[src/logic/csi_params.svh]
// Constants for the counter, sense and standby input block.
// Assumes a 32-bit APB slave clocked by pclk at 250 MHz.
`ifndef CSI_PARAMS_SVH
`define CSI_PARAMS_SVH

`define CSI_OFS_IOSEL 12'h000
`define CSI_OFS_UCSET 12'h004
`define CSI_OFS_UCCTL 12'h008
`define CSI_OFS_INREG 12'h00c
`define CSI_OFS_BTEST 12'h010
`define CSI_OFS_STBY 12'h014
`define CSI_OFS_STAT 12'h018
`define CSI_OFS_CTIME 12'h01c

`define CSI_PW_CTR 4'h3
`define CSI_INREG_ADDR 4'he
`define CSI_BIT_HSEL 3
`define CSI_BIT_LSEL 2
`define CSI_BIT_MODE_HI 3
`define CSI_BIT_MODE_LO 2
`define CSI_BIT_GPIN_H 0
`define CSI_BIT_GPIN_L 1
`define CSI_BIT_SENSE 2
`define CSI_BIT_SNSLVL 3
`define CSI_BIT_START 0
`define CSI_BIT_ARM 0
`define CSI_BIT_STOP 1
`define CSI_BIT_CTIME_VLD 4

`define CSI_MODE_RST 2'h0
`define CSI_CTIME_RST 4'h0
`define CSI_COUNT_MS_1 1
`define CSI_CLK_MHZ 250
`define CSI_CYC_PER_MS (`CSI_CLK_MHZ * 1000)
`define CSI_PERIOD_CAP 32'h000f_ffff

`endif

[src/logic/csi_pkg.sv]
// Types shared by the counter, sense and standby input block.
// Assumes csi_params.svh supplies all numeric constants.
package csi_pkg;
    typedef enum logic [1:0]
    {
        CSI_MODE_FREQ_H = 2'b00,
        CSI_MODE_FREQ_L = 2'b01,
        CSI_MODE_PERIOD_L = 2'b10,
        CSI_MODE_BAD = 2'b11
    } csi_mode_t;

    typedef enum logic [1:0]
    {
        CSI_CNT_IDLE = 2'b00,
        CSI_CNT_RUN = 2'b01,
        CSI_CNT_DONE = 2'b10
    } csi_cnt_st_t;
endpackage : csi_pkg

[src/logic/csi_top.sv]
// Counter pin mux, voltage-sense and standby control with an APB slave.
// Assumes synchronous pin inputs and a single 250 MHz pclk domain.
`include "csi_params.svh"

// Summary of operation
// - With selector 3, io select bit 3 sends the high pin to the counter at 0, to input at 1.
// - With selector 3, io select bit 2 sends the low pin to the counter at 0, to input at 1.
// - Setup bits 3:2 pick high-pin frequency 00, low-pin frequency 01, low-pin period 10.
// - A count time is chosen first and counting starts only on the control instruction.
// - The count-done flag sets when a frequency or period count ends.
// - Internal register 0eh shows the high pin on bit 0 and the low pin on bit 1.
// - In clock stop both counter pins are disabled and pulled down.
// - After reset both pins are counter inputs and the mode is high-pin frequency.
// - Bit-test bit 3 shows the voltage-sense pin level.
// - The voltage-sense input stays enabled in clock stop and in reset.
// - With standby armed, a low standby pin blocks both oscillator inputs and floats the pump.
// - Clock stop is entered with arm set, standby pin low and the stop instruction.
// - A high standby pin releases clock stop.
module csi_top #(
    parameter int unsigned CNT_W = 20,
    parameter int unsigned GATE_W = 26
)
(
    // APB slave
    input wire logic pclk,
    input wire logic presetn,
    input wire logic psel,
    input wire logic penable,
    input wire logic pwrite,
    input wire logic [11:0] paddr,
    input wire logic [31:0] pwdata,
    output logic [31:0] prdata,
    output logic pready,
    output logic pslverr,
    // Pins
    input wire logic high_freq_counter_pin,
    input wire logic low_freq_counter_pin,
    input wire logic voltage_sense_pin,
    input wire logic standby_pin,
    input wire logic fm_oscillator_pin,
    input wire logic am_oscillator_pin,
    // Pin conditioning
    output logic high_pin_in_en,
    output logic low_pin_in_en,
    output logic high_pin_pulldown,
    output logic low_pin_pulldown,
    output logic fm_osc_in_en,
    output logic am_osc_in_en,
    output logic charge_pump_oe,
    output logic clock_stopped,
    // Counter view
    output csi_pkg::csi_mode_t count_mode,
    output logic count_done_flag
);
    import csi_pkg::*;

    initial
    begin
        if (CNT_W < 4 || CNT_W > 32 || GATE_W < 18 || GATE_W > 31)
            $error("csi_top: unsupported parameter values");
    end

    function automatic logic csi_hit(input logic [11:0] a, input logic [11:0] ofs);
        csi_hit = (a == ofs);
    endfunction : csi_hit

    logic wr_en;
    logic rd_en;
    logic stop_q;
    logic hsel_gp_q;
    logic lsel_gp_q;
    csi_mode_t mode_q;
    logic [3:0] ctime_q;
    logic ctime_ok_q;
    logic arm_q;
    logic sense_ff_q;
    logic done_q;
    logic [CNT_W-1:0] count_q;
    csi_cnt_st_t st_q;
    logic [31:0] prdata_q;
    logic pready_q;
    logic pslverr_q;
    logic hin;
    logic lin;
    logic meas_in;
    logic meas_rise;
    logic gate_busy;
    logic gate_end;
    logic start_cmd;
    logic stop_cmd;
    logic [GATE_W-1:0] gate_len;
    logic mapped;

    // One wait state; a write lands on the edge where the master sees pready
    assign wr_en = psel && penable && pwrite && pready_q;
    assign rd_en = psel && penable && !pwrite && !pready_q;
    assign mapped = csi_hit(paddr, `CSI_OFS_IOSEL) || csi_hit(paddr, `CSI_OFS_UCSET) ||
        csi_hit(paddr, `CSI_OFS_UCCTL) || csi_hit(paddr, `CSI_OFS_INREG) ||
        csi_hit(paddr, `CSI_OFS_BTEST) || csi_hit(paddr, `CSI_OFS_STBY) ||
        csi_hit(paddr, `CSI_OFS_STAT) || csi_hit(paddr, `CSI_OFS_CTIME);

    always_ff @(posedge pclk or negedge presetn)
    begin
        if (!presetn)
        begin
            pready_q <= 1'b0;
            pslverr_q <= 1'b0;
        end
        else
        begin
            pready_q <= psel && penable && !pready_q;
            pslverr_q <= psel && penable && !pready_q && !mapped;
        end
    end

    // Io select: only selector 3 touches the counter pin routing
    always_ff @(posedge pclk or negedge presetn)
    begin
        if (!presetn)
        begin
            hsel_gp_q <= 1'b0;
            lsel_gp_q <= 1'b0;
        end
        else if (wr_en && csi_hit(paddr, `CSI_OFS_IOSEL) && pwdata[7:4] == `CSI_PW_CTR)
        begin
            hsel_gp_q <= pwdata[`CSI_BIT_HSEL];
            lsel_gp_q <= pwdata[`CSI_BIT_LSEL];
        end
    end

    // Illegal code 11 is ignored, leaving the previous mode
    always_ff @(posedge pclk or negedge presetn)
    begin
        if (!presetn)
            mode_q <= csi_mode_t'(`CSI_MODE_RST);
        else if (wr_en && csi_hit(paddr, `CSI_OFS_UCSET)
            && pwdata[`CSI_BIT_MODE_HI:`CSI_BIT_MODE_LO] != CSI_MODE_BAD)
            mode_q <= csi_mode_t'(pwdata[`CSI_BIT_MODE_HI:`CSI_BIT_MODE_LO]);
    end

    // Count time is the code plus 1, in ms; a valid time must be chosen before starting
    always_ff @(posedge pclk or negedge presetn)
    begin
        if (!presetn)
        begin
            ctime_q <= `CSI_CTIME_RST;
            ctime_ok_q <= 1'b0;
        end
        else if (wr_en && csi_hit(paddr, `CSI_OFS_CTIME))
        begin
            ctime_q <= pwdata[3:0];
            ctime_ok_q <= pwdata[`CSI_BIT_CTIME_VLD];
        end
    end

    assign gate_len = GATE_W'(`CSI_CYC_PER_MS) * GATE_W'(ctime_q + 4'h1);

    // Start only from a control write after the count time is valid
    assign start_cmd = wr_en && csi_hit(paddr, `CSI_OFS_UCCTL) && pwdata[`CSI_BIT_START]
        && ctime_ok_q && !stop_q;
    assign stop_cmd = wr_en && csi_hit(paddr, `CSI_OFS_STBY) && pwdata[`CSI_BIT_STOP];

    // Gated pin levels: disabled inputs read low, like a pulled-down pin
    assign hin = high_freq_counter_pin && !stop_q;
    assign lin = low_freq_counter_pin && !stop_q;
    assign meas_in = (mode_q == CSI_MODE_FREQ_H) ? (hin && !hsel_gp_q) : (lin && !lsel_gp_q);

    csi_edge_det u_edge
    (
        .pclk(pclk),
        .presetn(presetn),
        .lvl(meas_in),
        .rise(meas_rise)
    );

    csi_gate_timer #(
        .W(GATE_W)
    ) u_gate
    (
        .pclk(pclk),
        .presetn(presetn),
        .start(start_cmd && mode_q != CSI_MODE_PERIOD_L),
        .abort(stop_q),
        .length(gate_len),
        .busy(gate_busy),
        .expire(gate_end)
    );

    // Frequency: rising edges inside the gate; period: cycles from the start to the next rising edge
    always_ff @(posedge pclk or negedge presetn)
    begin
        if (!presetn)
        begin
            st_q <= CSI_CNT_IDLE;
            count_q <= '0;
        end
        else if (start_cmd)
        begin
            st_q <= CSI_CNT_RUN;
            count_q <= '0;
        end
        else if (stop_q)
            st_q <= CSI_CNT_IDLE;
        else
        begin
            unique case (st_q)
                CSI_CNT_IDLE:
                    st_q <= CSI_CNT_IDLE;
                CSI_CNT_RUN:
                begin
                    if (mode_q == CSI_MODE_PERIOD_L)
                    begin
                        if (meas_rise)
                            st_q <= CSI_CNT_DONE;
                        else if (count_q != CNT_W'(`CSI_PERIOD_CAP))
                            count_q <= count_q + CNT_W'(1);
                    end
                    else
                    begin
                        if (meas_rise && gate_busy)
                            count_q <= count_q + CNT_W'(1);
                        if (gate_end)
                            st_q <= CSI_CNT_DONE;
                    end
                end
                CSI_CNT_DONE:
                    st_q <= CSI_CNT_IDLE;
                default:
                    st_q <= CSI_CNT_IDLE;
            endcase
        end
    end

    // Completion wins over a start in the same cycle
    always_ff @(posedge pclk or negedge presetn)
    begin
        if (!presetn)
            done_q <= 1'b0;
        else if (st_q == CSI_CNT_DONE)
            done_q <= 1'b1;
        else if (start_cmd)
            done_q <= 1'b0;
    end

    always_ff @(posedge pclk or negedge presetn)
    begin
        if (!presetn)
            arm_q <= 1'b0;
        else if (wr_en && csi_hit(paddr, `CSI_OFS_STBY))
            arm_q <= pwdata[`CSI_BIT_ARM];
    end

    // Clock stop entry needs arm and a low pin; a high pin releases it
    always_ff @(posedge pclk or negedge presetn)
    begin
        if (!presetn)
            stop_q <= 1'b0;
        else if (standby_pin)
            stop_q <= 1'b0;
        else if (stop_cmd && arm_q)
            stop_q <= 1'b1;
    end

    // Sense flip-flop: sensed low while stopped marks a failure; a write of 1 clears
    always_ff @(posedge pclk or negedge presetn)
    begin
        if (!presetn)
            sense_ff_q <= 1'b0;
        else if (stop_q && !voltage_sense_pin)
            sense_ff_q <= 1'b1;
        else if (wr_en && csi_hit(paddr, `CSI_OFS_BTEST) && pwdata[`CSI_BIT_SENSE])
            sense_ff_q <= 1'b0;
    end

    // Pin conditioning outputs, all registered
    always_ff @(posedge pclk or negedge presetn)
    begin
        if (!presetn)
        begin
            high_pin_in_en <= 1'b1;
            low_pin_in_en <= 1'b1;
            high_pin_pulldown <= 1'b0;
            low_pin_pulldown <= 1'b0;
            fm_osc_in_en <= 1'b0;
            am_osc_in_en <= 1'b0;
            charge_pump_oe <= 1'b0;
        end
        else
        begin
            high_pin_in_en <= !stop_q;
            low_pin_in_en <= !stop_q;
            high_pin_pulldown <= stop_q;
            low_pin_pulldown <= stop_q;
            fm_osc_in_en <= !(arm_q && !standby_pin) && !stop_q;
            am_osc_in_en <= !(arm_q && !standby_pin) && !stop_q;
            charge_pump_oe <= !(arm_q && !standby_pin) && !stop_q;
        end
    end

    // Read mux; sense level is read raw so it works even when stopped
    always_ff @(posedge pclk or negedge presetn)
    begin
        if (!presetn)
            prdata_q <= '0;
        else if (rd_en)
        begin
            prdata_q <= '0;
            if (csi_hit(paddr, `CSI_OFS_IOSEL))
                prdata_q <= {28'h0, hsel_gp_q, lsel_gp_q, 2'h0};
            else if (csi_hit(paddr, `CSI_OFS_UCSET))
                prdata_q <= {28'h0, mode_q, 2'h0};
            else if (csi_hit(paddr, `CSI_OFS_INREG))
            begin
                // Internal register 0eh view; a pin in counter use reads low
                prdata_q[`CSI_BIT_GPIN_H] <= hin && hsel_gp_q;
                prdata_q[`CSI_BIT_GPIN_L] <= lin && lsel_gp_q;
            end
            else if (csi_hit(paddr, `CSI_OFS_BTEST))
                prdata_q <= {28'h0, voltage_sense_pin, sense_ff_q, 2'h0};
            else if (csi_hit(paddr, `CSI_OFS_STBY))
                prdata_q <= {30'h0, stop_q, arm_q};
            else if (csi_hit(paddr, `CSI_OFS_STAT))
                prdata_q <= {done_q, (st_q == CSI_CNT_RUN), 10'h0, 20'(count_q)};
            else if (csi_hit(paddr, `CSI_OFS_CTIME))
                prdata_q <= {27'h0, ctime_ok_q, ctime_q};
        end
    end

    assign prdata = prdata_q;
    assign pready = pready_q;
    assign pslverr = pslverr_q;
    assign clock_stopped = stop_q;
    assign count_mode = mode_q;
    assign count_done_flag = done_q;

    done_set_a: assert property (@(posedge pclk) disable iff (!presetn)
        st_q == CSI_CNT_DONE |=> done_q) else $error("done flag not set");
    done_clear_a: assert property (@(posedge pclk) disable iff (!presetn)
        start_cmd && st_q != CSI_CNT_DONE |=> !done_q) else $error("done not cleared");
    start_gate_a: assert property (@(posedge pclk) disable iff (!presetn)
        $rose(st_q == CSI_CNT_RUN) |-> $past(ctime_ok_q)) else $error("start w/o time");
    stop_enter_a: assert property (@(posedge pclk) disable iff (!presetn)
        $rose(stop_q) |-> $past(arm_q) && !$past(standby_pin)) else $error("bad stop");
    stop_exit_a: assert property (@(posedge pclk) disable iff (!presetn)
        standby_pin |=> !stop_q) else $error("stop not released");
    pin_pulldown_a: assert property (@(posedge pclk) disable iff (!presetn)
        stop_q |=> high_pin_pulldown && low_pin_pulldown && !high_pin_in_en)
        else $error("pulldown");
    osc_block_a: assert property (@(posedge pclk) disable iff (!presetn)
        arm_q && !standby_pin |=> !fm_osc_in_en && !am_osc_in_en && !charge_pump_oe)
        else $error("osc not blocked");
    sense_set_a: assert property (@(posedge pclk) disable iff (!presetn)
        stop_q && !voltage_sense_pin |=> sense_ff_q) else $error("sense ff");
endmodule : csi_top

[src/logic/csi_edge_det.sv]
// Rising edge detector on an already synchronous level.
// Assumes the input is sampled on pclk.
module csi_edge_det
(
    // Clock and reset
    input wire logic pclk,
    input wire logic presetn,
    // Level in, pulse out
    input wire logic lvl,
    output logic rise
);
    logic lvl_q;

    always_ff @(posedge pclk or negedge presetn)
    begin
        if (!presetn)
            lvl_q <= 1'b0;
        else
            lvl_q <= lvl;
    end

    assign rise = lvl & ~lvl_q;
endmodule : csi_edge_det

[src/logic/csi_gate_timer.sv]
// Gate timer: counts a gate window of a programmed length in cycles.
// Assumes start is a single-cycle pulse.
module csi_gate_timer #(
    parameter int unsigned W = 26
)
(
    // Clock and reset
    input wire logic pclk,
    input wire logic presetn,
    // Control
    input wire logic start,
    input wire logic abort,
    input wire logic [W-1:0] length,
    // Status
    output logic busy,
    output logic expire
);
    logic [W-1:0] cnt_q;
    logic busy_q;

    initial
    begin
        if (W < 2)
            $error("csi_gate_timer: W too small");
    end

    always_ff @(posedge pclk or negedge presetn)
    begin
        if (!presetn)
        begin
            cnt_q <= '0;
            busy_q <= 1'b0;
        end
        else if (abort)
            busy_q <= 1'b0;
        else if (start)
        begin
            cnt_q <= length;
            busy_q <= 1'b1;
        end
        else if (busy_q)
        begin
            cnt_q <= cnt_q - W'(1);
            if (cnt_q <= W'(1))
                busy_q <= 1'b0;
        end
    end

    assign busy = busy_q;
    assign expire = busy_q && (cnt_q <= W'(1)) && !abort;
endmodule : csi_gate_timer

[config.mk]
export PLATFORM = sky130hd
export DESIGN_NAME = csi_top
export DESIGN_NICKNAME = d
export VERILOG_FILES = /design/src/logic/csi_pkg.sv /design/src/logic/csi_top.sv /design/src/logic/csi_edge_det.sv /design/src/logic/csi_gate_timer.sv
export VERILOG_INCLUDE_DIRS = /design/src /design/src/logic
export SDC_FILE = /design/constraint.sdc
export NUM_CORES = 1
export LEC_CHECK = 0
export BUFFER_PORTS_ARGS = -buffer_cell sky130_fd_sc_hd__clkbuf_2
export CORE_MARGIN = 5
export CORE_UTILIZATION = 30
export CTS_CLUSTER_SIZE = 10
export DETAILED_ROUTE_END_ITERATION = 10
export PLACE_DENSITY = 0.58
export SYNTH_ARGS = -nofsm -noshare
export SYNTH_HDL_FRONTEND = slang
export SYNTH_SLANG_ARGS = --single-unit
export TNS_END_PERCENT = 10
[constraint.sdc]
create_clock -name pclk -period 5.44 [get_ports pclk]
set_input_delay 0 -clock pclk [delete_from_list [all_inputs] [get_ports pclk]]
set_output_delay 0 -clock pclk [all_outputs]
set_load 0.02 [all_outputs]
Word level (Yosys, flattened, before mapping)
Cells that the tools add are included.

Word-level logic and storage cells: 142. Flip-flop bits (word level): 100. Output and inout bits: 45. Bits of input ports: 55.

Eq/ne operators: 19. Bitwise logic cells: 3. Add/subtract/negate cells: 3. Reductions and logical operators: 61. Magnitude comparators: 1. Multipliers: 1. Muxes and demuxes: 34.

Operators with widths (number): 32-bit 2-to-1 mux (5); 20-bit 2-to-1 mux (7); 26-bit 2-to-1 mux (2); 12-bit by 5-bit == test with 1-bit output, second input constant (4); 1-bit logical AND (34); 30-bit 2-to-1 mux (1); 26-bit by 1-bit less-or-equal comparator with 1-bit output, second input constant (1); 26-bit by 1-bit subtractor with 26-bit output, second input constant (1); 12-bit by 4-bit == test with 1-bit output, second input constant (2); 20-bit by 1-bit adder with 20-bit output, second input constant (1); 20-bit != test, second input constant (1); 14-bit by 5-bit multiplier with 19-bit output, first input constant (1); 2-bit 2-to-1 mux (7); 12-bit by 3-bit == test with 1-bit output, second input constant (1); 12-bit logical NOT (1); 1-bit 2-to-1 mux (11); 5-bit != test, second input constant (2); 2-bit nonzero test (5); 1-bit logical NOT (9); 1-bit logical OR (7); 4-bit by 1-bit adder with 5-bit output, second input constant (1); 5-bit 2-to-1 mux (1); 5-bit AND reduction (1); 2-bit == test, second input constant (2); 11 further kinds (14).

Depth between registers and ports, before layout
Word-level depth: 11. Gate-level depth with buffers: 15. Depth with buffers taken out: 14.

By module
Synthesis repeated with hierarchy kept, for this count alone.

Cell total of the unflattened synthesis: 660. Area, all modules: 6013.3 µm².

By module, submodules not included: csi_top (seq. area each 1552.7 µm², times used 1, area each 4040.1 µm², cells an instance 420); csi_gate_timer (seq. area each 675.6 µm², times used 1, area each 1934.4 µm², cells an instance 238); csi_edge_det (seq. area each 25.0 µm², times used 1, area each 38.8 µm², cells an instance 2).

Worst setup path after synthesis
OpenSTA, ideal clock, no wires.

Path type: register to register. Start point: register ctime_q[0]. End point: register u_gate.cnt_q[22]. Buffers on the path: 0. Path slack: 1573 ps. Setup time: 126 ps. Stages on the path, launching flop included: 14. Arrival time: 3741 ps. Clock period less this slack: 3867 ps. Required time: 5314 ps. Cells stage by stage: dfrtp_1 > ha_1 > xor2_1 > inv_1 > fa_1 > fa_1 > inv_1 > ha_1 > ha_1 > and3_1 > and4_1 > nor4_1 > xnor2_1 > mux2i_1.

Word-level cells in the longest chain between the ends: 3.

Ends and longest elaborated chain: from (decl) (line csi_top.sv:73) `logic [3:0] ctime_q;`; from (signal assigned) (line csi_top.sv:146) `` ctime_q <= `CSI_CTIME_RST; ``; from (signal assigned) (line csi_top.sv:151) `ctime_q <= pwdata[3:0];`; 4-bit by 1-bit adder with 5-bit output (line csi_top.sv:156) `` assign gate_len = GATE_W'(`CSI_CYC_PER_MS) * GATE_W'(ctime_q + 4'h1); ``; 14-bit by 5-bit multiplier with 19-bit output (line csi_top.sv:156); 26-bit 2-to-1 mux (line csi_gate_timer.sv:36) `else if (start)`; to (signal assigned) (line csi_gate_timer.sv:38) `cnt_q <= length;`; to (signal assigned) (line csi_gate_timer.sv:43) `cnt_q <= cnt_q - W'(1);`; to (decl) (line csi_gate_timer.sv:18) `logic [W-1:0] cnt_q;`.

Every way passes these cells. A chain may end at the register's enable or synchronous reset.

Worst setup path in the final report
Same ends and word-level chain as after synthesis.

==> impl_metrics.sql <==
INSERT INTO impl_metrics (metric_group, metric, value, unit) VALUES
('synthesis', 'async_set_or_reset_register_ratio_after_synthesis', '100', '%'),
('clock_network', 'h-tree-depth', '3', ''),
('cells_and_area', 'layout.cell_area.non_filler', '0.00641', 'mm^2'),
('floorplan', 'row_count', '49', ''),
('worst_setup_path', 'worstSetupEndpointType', 'register', ''),
('worst_setup_path', 'critPathSlowestCell', 'sky130_fd_sc_hd__dfrtp_1', ''),
('detailed_routing', 'detailedRoute.firstPassIterationCount', '4', ''),
('placed_design', 'place.gp.congestion', '0.836', ''),
('clock_network', 'cts-resized-gates', '0', ''),
('placed_design', 'place.detailed.hpwl', '9380', 'um'),
('sta', 'grt_setup_unrepaired', 'no', ''),
('synthesis', 'netlist_instances', '584', ''),
('synthesis', 'yosys.cell_types.count', '60', ''),
('worst_setup_path', 'timing.rr.end', 'u_gate.cnt_q[22]', ''),
('clock_network', 'cts_setup_buffers', '0', ''),
('power_and_ir_drop', 'ir_worst_vdd', '0.177', 'mV'),
('cells_and_area', 'synthToLayoutAreaGrowth', '15.9', '%'),
('worst_setup_path', 'r2r_cells', '14', ''),
('synthesis', 'synth.yosys.warnings', '0', ''),
('worst_setup_path', 'critical_path.most_common_cell', 'sky130_fd_sc_hd__ha_1', ''),
('floorplan', 'die_width', '146', 'um'),
('status', 'outcome', 'completed', ''),
('synthesis', 'synth.largest_area_cell', 'sky130_fd_sc_hd__dfrtp_1', ''),
('worst_setup_path', 'timing.critical_path.required', '5.68', 'ns'),
('clock_network', 'tritoncts', 'built', ''),
('synthesis', 'synth.avg_cell_area', '9.47', 'um^2'),
('clock_network', 'clk_pin_slew_worst_paths', '0.08', 'ns'),
('sta', 'setup_viol', '0', ''),
('cells_and_area', 'num_antenna_cells', '0', ''),
('floorplan', 'num_io_pins', '100', ''),
('detailed_routing', 'detail-route-antenna-nets', '0', ''),
('detailed_routing', 'wl_per_cell', '14.6', 'um'),
('run', 'max_capacitance_violation_count', '0', ''),
('worst_setup_path', 'launch_point_of_the_worst_reg_to_reg_path', 'ctime_q[0]', ''),
('clock_network', 'cts_root_buffer', 'sky130_fd_sc_hd__clkbuf_16', ''),
('sta', 'worst_pin_slew', '1.18', 'ns'),
('synthesis', 'synth.ff_latch_count', '90', ''),
('clock_network', 'cts_buffers', '9', ''),
('worst_setup_path', 'worst-path-max-fanout', '15', ''),
('synthesis', 'synthTopCellsByArea', 'sky130_fd_sc_hd__dfrtp_1 40%, sky130_fd_sc_hd__ha_1 5.9%, sky130_fd_sc_hd__xnor2_1 3.8%', ''),
('global_routing', 'global_route.usage.total', '12.4', '%'),
('synthesis', 'synth_common_cells', '89 x sky130_fd_sc_hd__dfrtp_1, 51 x sky130_fd_sc_hd__nor2_1, 38 x sky130_fd_sc_hd__nand2_1, 34 x sky130_fd_sc_hd__a21oi_1, 32 x sky130_fd_sc_hd__inv_1', ''),
('global_routing', 'antenna_found_initial', '0', ''),
('detailed_routing', 'routed_wirelength', '12800', 'um'),
('synthesis', 'syn_area', '0.00553', 'mm^2'),
('global_routing', 'grt_overflow_total', '0', ''),
('clock_network', 'hold_buffers', '13', ''),
('worst_setup_path', 'worst_ep_arrival_time', '4.45', 'ns'),
('synthesis', 'synth.top_cell.area_share', '40.3', '%'),
('cells_and_area', 'fillerInstances', '1819', ''),
('clock_network', 'ctsLongestPathBuffers', '2', ''),
('synthesis', 'synth-seq-area-share', '40.7', '%'),
('synthesis', 'synth-main-ff-cell', 'sky130_fd_sc_hd__dfrtp_1', ''),
('placed_design', 'place_area', '0.00598', 'mm^2'),
('clock_network', 'clock-sinks', '90', ''),
('detailed_routing', 'route.detailed.vias_per_inst', '4.98', ''),
('sta', 'timing.final.crit_share', '77.4', '%'),
('worst_setup_path', 'timing.setup.critical_path_class', 'register to register', ''),
('placed_design', 'io_buffers', '63', ''),
('power_and_ir_drop', 'p_leak', '2.97', 'nW'),
('cells_and_area', 'nNetsFinal', '733', ''),
('detailed_routing', 'drc', '0', ''),
('floorplan', 'area_of_the_core', '0.0181', 'mm^2'),
('detailed_routing', 'drt_iter0_drc', '192', ''),
('min_path', 'worstHoldPathType', 'input pin to async pin', ''),
('sta', 'clock.fmax', '238', 'MHz'),
('global_routing', 'grt_max_degree', '77', ''),
('power_and_ir_drop', 'cellPowerDensity', '235', 'mW/mm^2'),
('worst_setup_path', 'critPathMaxStageDelay', '0.69', 'ns'),
('synthesis', 'synthMostInstantiatedCell', 'sky130_fd_sc_hd__dfrtp_1', ''),
('floorplan', 'die_h', '146', 'um');
==> worst max-delay path: cells and delay by family (launching register included) <==
kind                     cells  cell delay (ns)
buffers and inverters        2             0.29
XOR/XNOR                     1             0.16
AND/OR/NAND/NOR              3             0.74
flip-flops                   1             0.69
multiplexers                 1             0.08
adder cells (fa/ha/maj)      5             1.74
AO/OA/AOI/OAI                2             0.39
==> metrics by stage <==
| stage | hold slack [ns] | util, % | total power, mW | instances | setup slack, ns |
|---|---|---|---|---|---|
| 4_1_cts | 0.00649 | 35.5 | 1.52 | 880 | 1.22 |
| 5_1_grt | 0.0187 | 35.5 | 1.58 | 880 | 0.817 |
| 3_3_place_gp | -0.136 | 33.1 | 0.869 | 851 | 1.22 |
| 3_5_place_dp | -0.138 | 33.1 | 0.871 | 851 | 1.24 |
| 6_report | 0.0169 | 35.5 | 1.51 | 880 | 1.23 |
| 2_1_floorplan | -0.296 | - | 0.827 | 593 | 1.57 |
==> state kept, by name, indices dropped and copies added, names as in the netlist <==
register,flops
pslverr,1
ctime_ok_q,1
hsel_gp_q,1
pready,1
st_q,2
u_gate.cnt_q,26
low_pin_in_en,1
count_q,20
lsel_gp_q,1
arm_q,1
count_mode,2
u_edge.lvl_q,1
charge_pump_oe,1
u_gate.busy,1
prdata,22
low_pin_pulldown,1
count_done_flag,1
ctime_q,4
sense_ff_q,1
clock_stopped,1
==> report_power, final <==
part / internal, mW / switching, mW
registers: 0.700 / 0.0284
logic: 0.0558 / 0.0804
clock network: 0.329 / 0.312
==> layout make-up <==
cell class                 count  area, um^2  share of cell area [%]
multi-input combinational    434        2980                    46.5
sequential                    90        2250                    35.1
timing repair buffer          79         470                    7.33
tap                          229         287                    4.47
clock buffer                   9         225                    3.51
inverter                      32         120                    1.87
clock inverter                 7        78.8                    1.23
==> cells in the final DEF, fill, tap and decap left out, types with 12 or more instances in the layout <==
master and instances:
sky130_fd_sc_hd__dlygate4sd3_1 13, sky130_fd_sc_hd__a21oi_1 34, sky130_fd_sc_hd__dfrtp_1 89, sky130_fd_sc_hd__nand2_1 38, sky130_fd_sc_hd__xor2_1 18, sky130_fd_sc_hd__nor2_1 51, sky130_fd_sc_hd__clkbuf_2 62, sky130_fd_sc_hd__ha_1 26
sky130_fd_sc_hd__o21ai_0 22, sky130_fd_sc_hd__or3_1 12, sky130_fd_sc_hd__mux2_2 12, sky130_fd_sc_hd__xnor2_1 24, sky130_fd_sc_hd__a22o_1 18, sky130_fd_sc_hd__nor3_1 24, sky130_fd_sc_hd__nand3_1 17, sky130_fd_sc_hd__inv_1 32
==> cell families after synthesis <==
logic type                 synth area share [%]
AOI/OAI and AO/OA                          13.2
xor gates and xnor gates                   7.06
adders and majority gates                  8.41
buffers and inverters                      6.11
DFF                                        40.7
muxes                                      3.71
other                                    0.0678
and+or+nand+nor                            20.7
==> metal layers <==
metal / wire, um / up-vias / track usage [%]
met5: 0 / - / 0
met4: 174 / 0 / 3.56
met3: 563 / 15 / 2.83
met2: 5720 / 89 / 18.9
met1: 6390 / 2095 / 17.5
li1: - / 2182 / -
==> worst max path at each step <==
| stage | startpoint | end | slack, ns | depth (start not counted) |
|---|---|---|---|---|
| 6_report | ctime_q[0] | u_gate.cnt_q[22] | 1.23 | 14 |
| 5_1_grt | ctime_q[0] | u_gate.cnt_q[20] | 0.82 | 13 |
| 4_1_cts | ctime_q[0] | u_gate.cnt_q[22] | 1.22 | 14 |
| 3_5_place_dp | ctime_q[0] | u_gate.cnt_q[22] | 1.24 | 14 |
| 3_3_place_gp | ctime_q[0] | u_gate.cnt_q[22] | 1.22 | 14 |
| 2_1_floorplan | ctime_q[0] | u_gate.cnt_q[22] | 1.57 | 13 |
(Power assumes the default switching activity.)
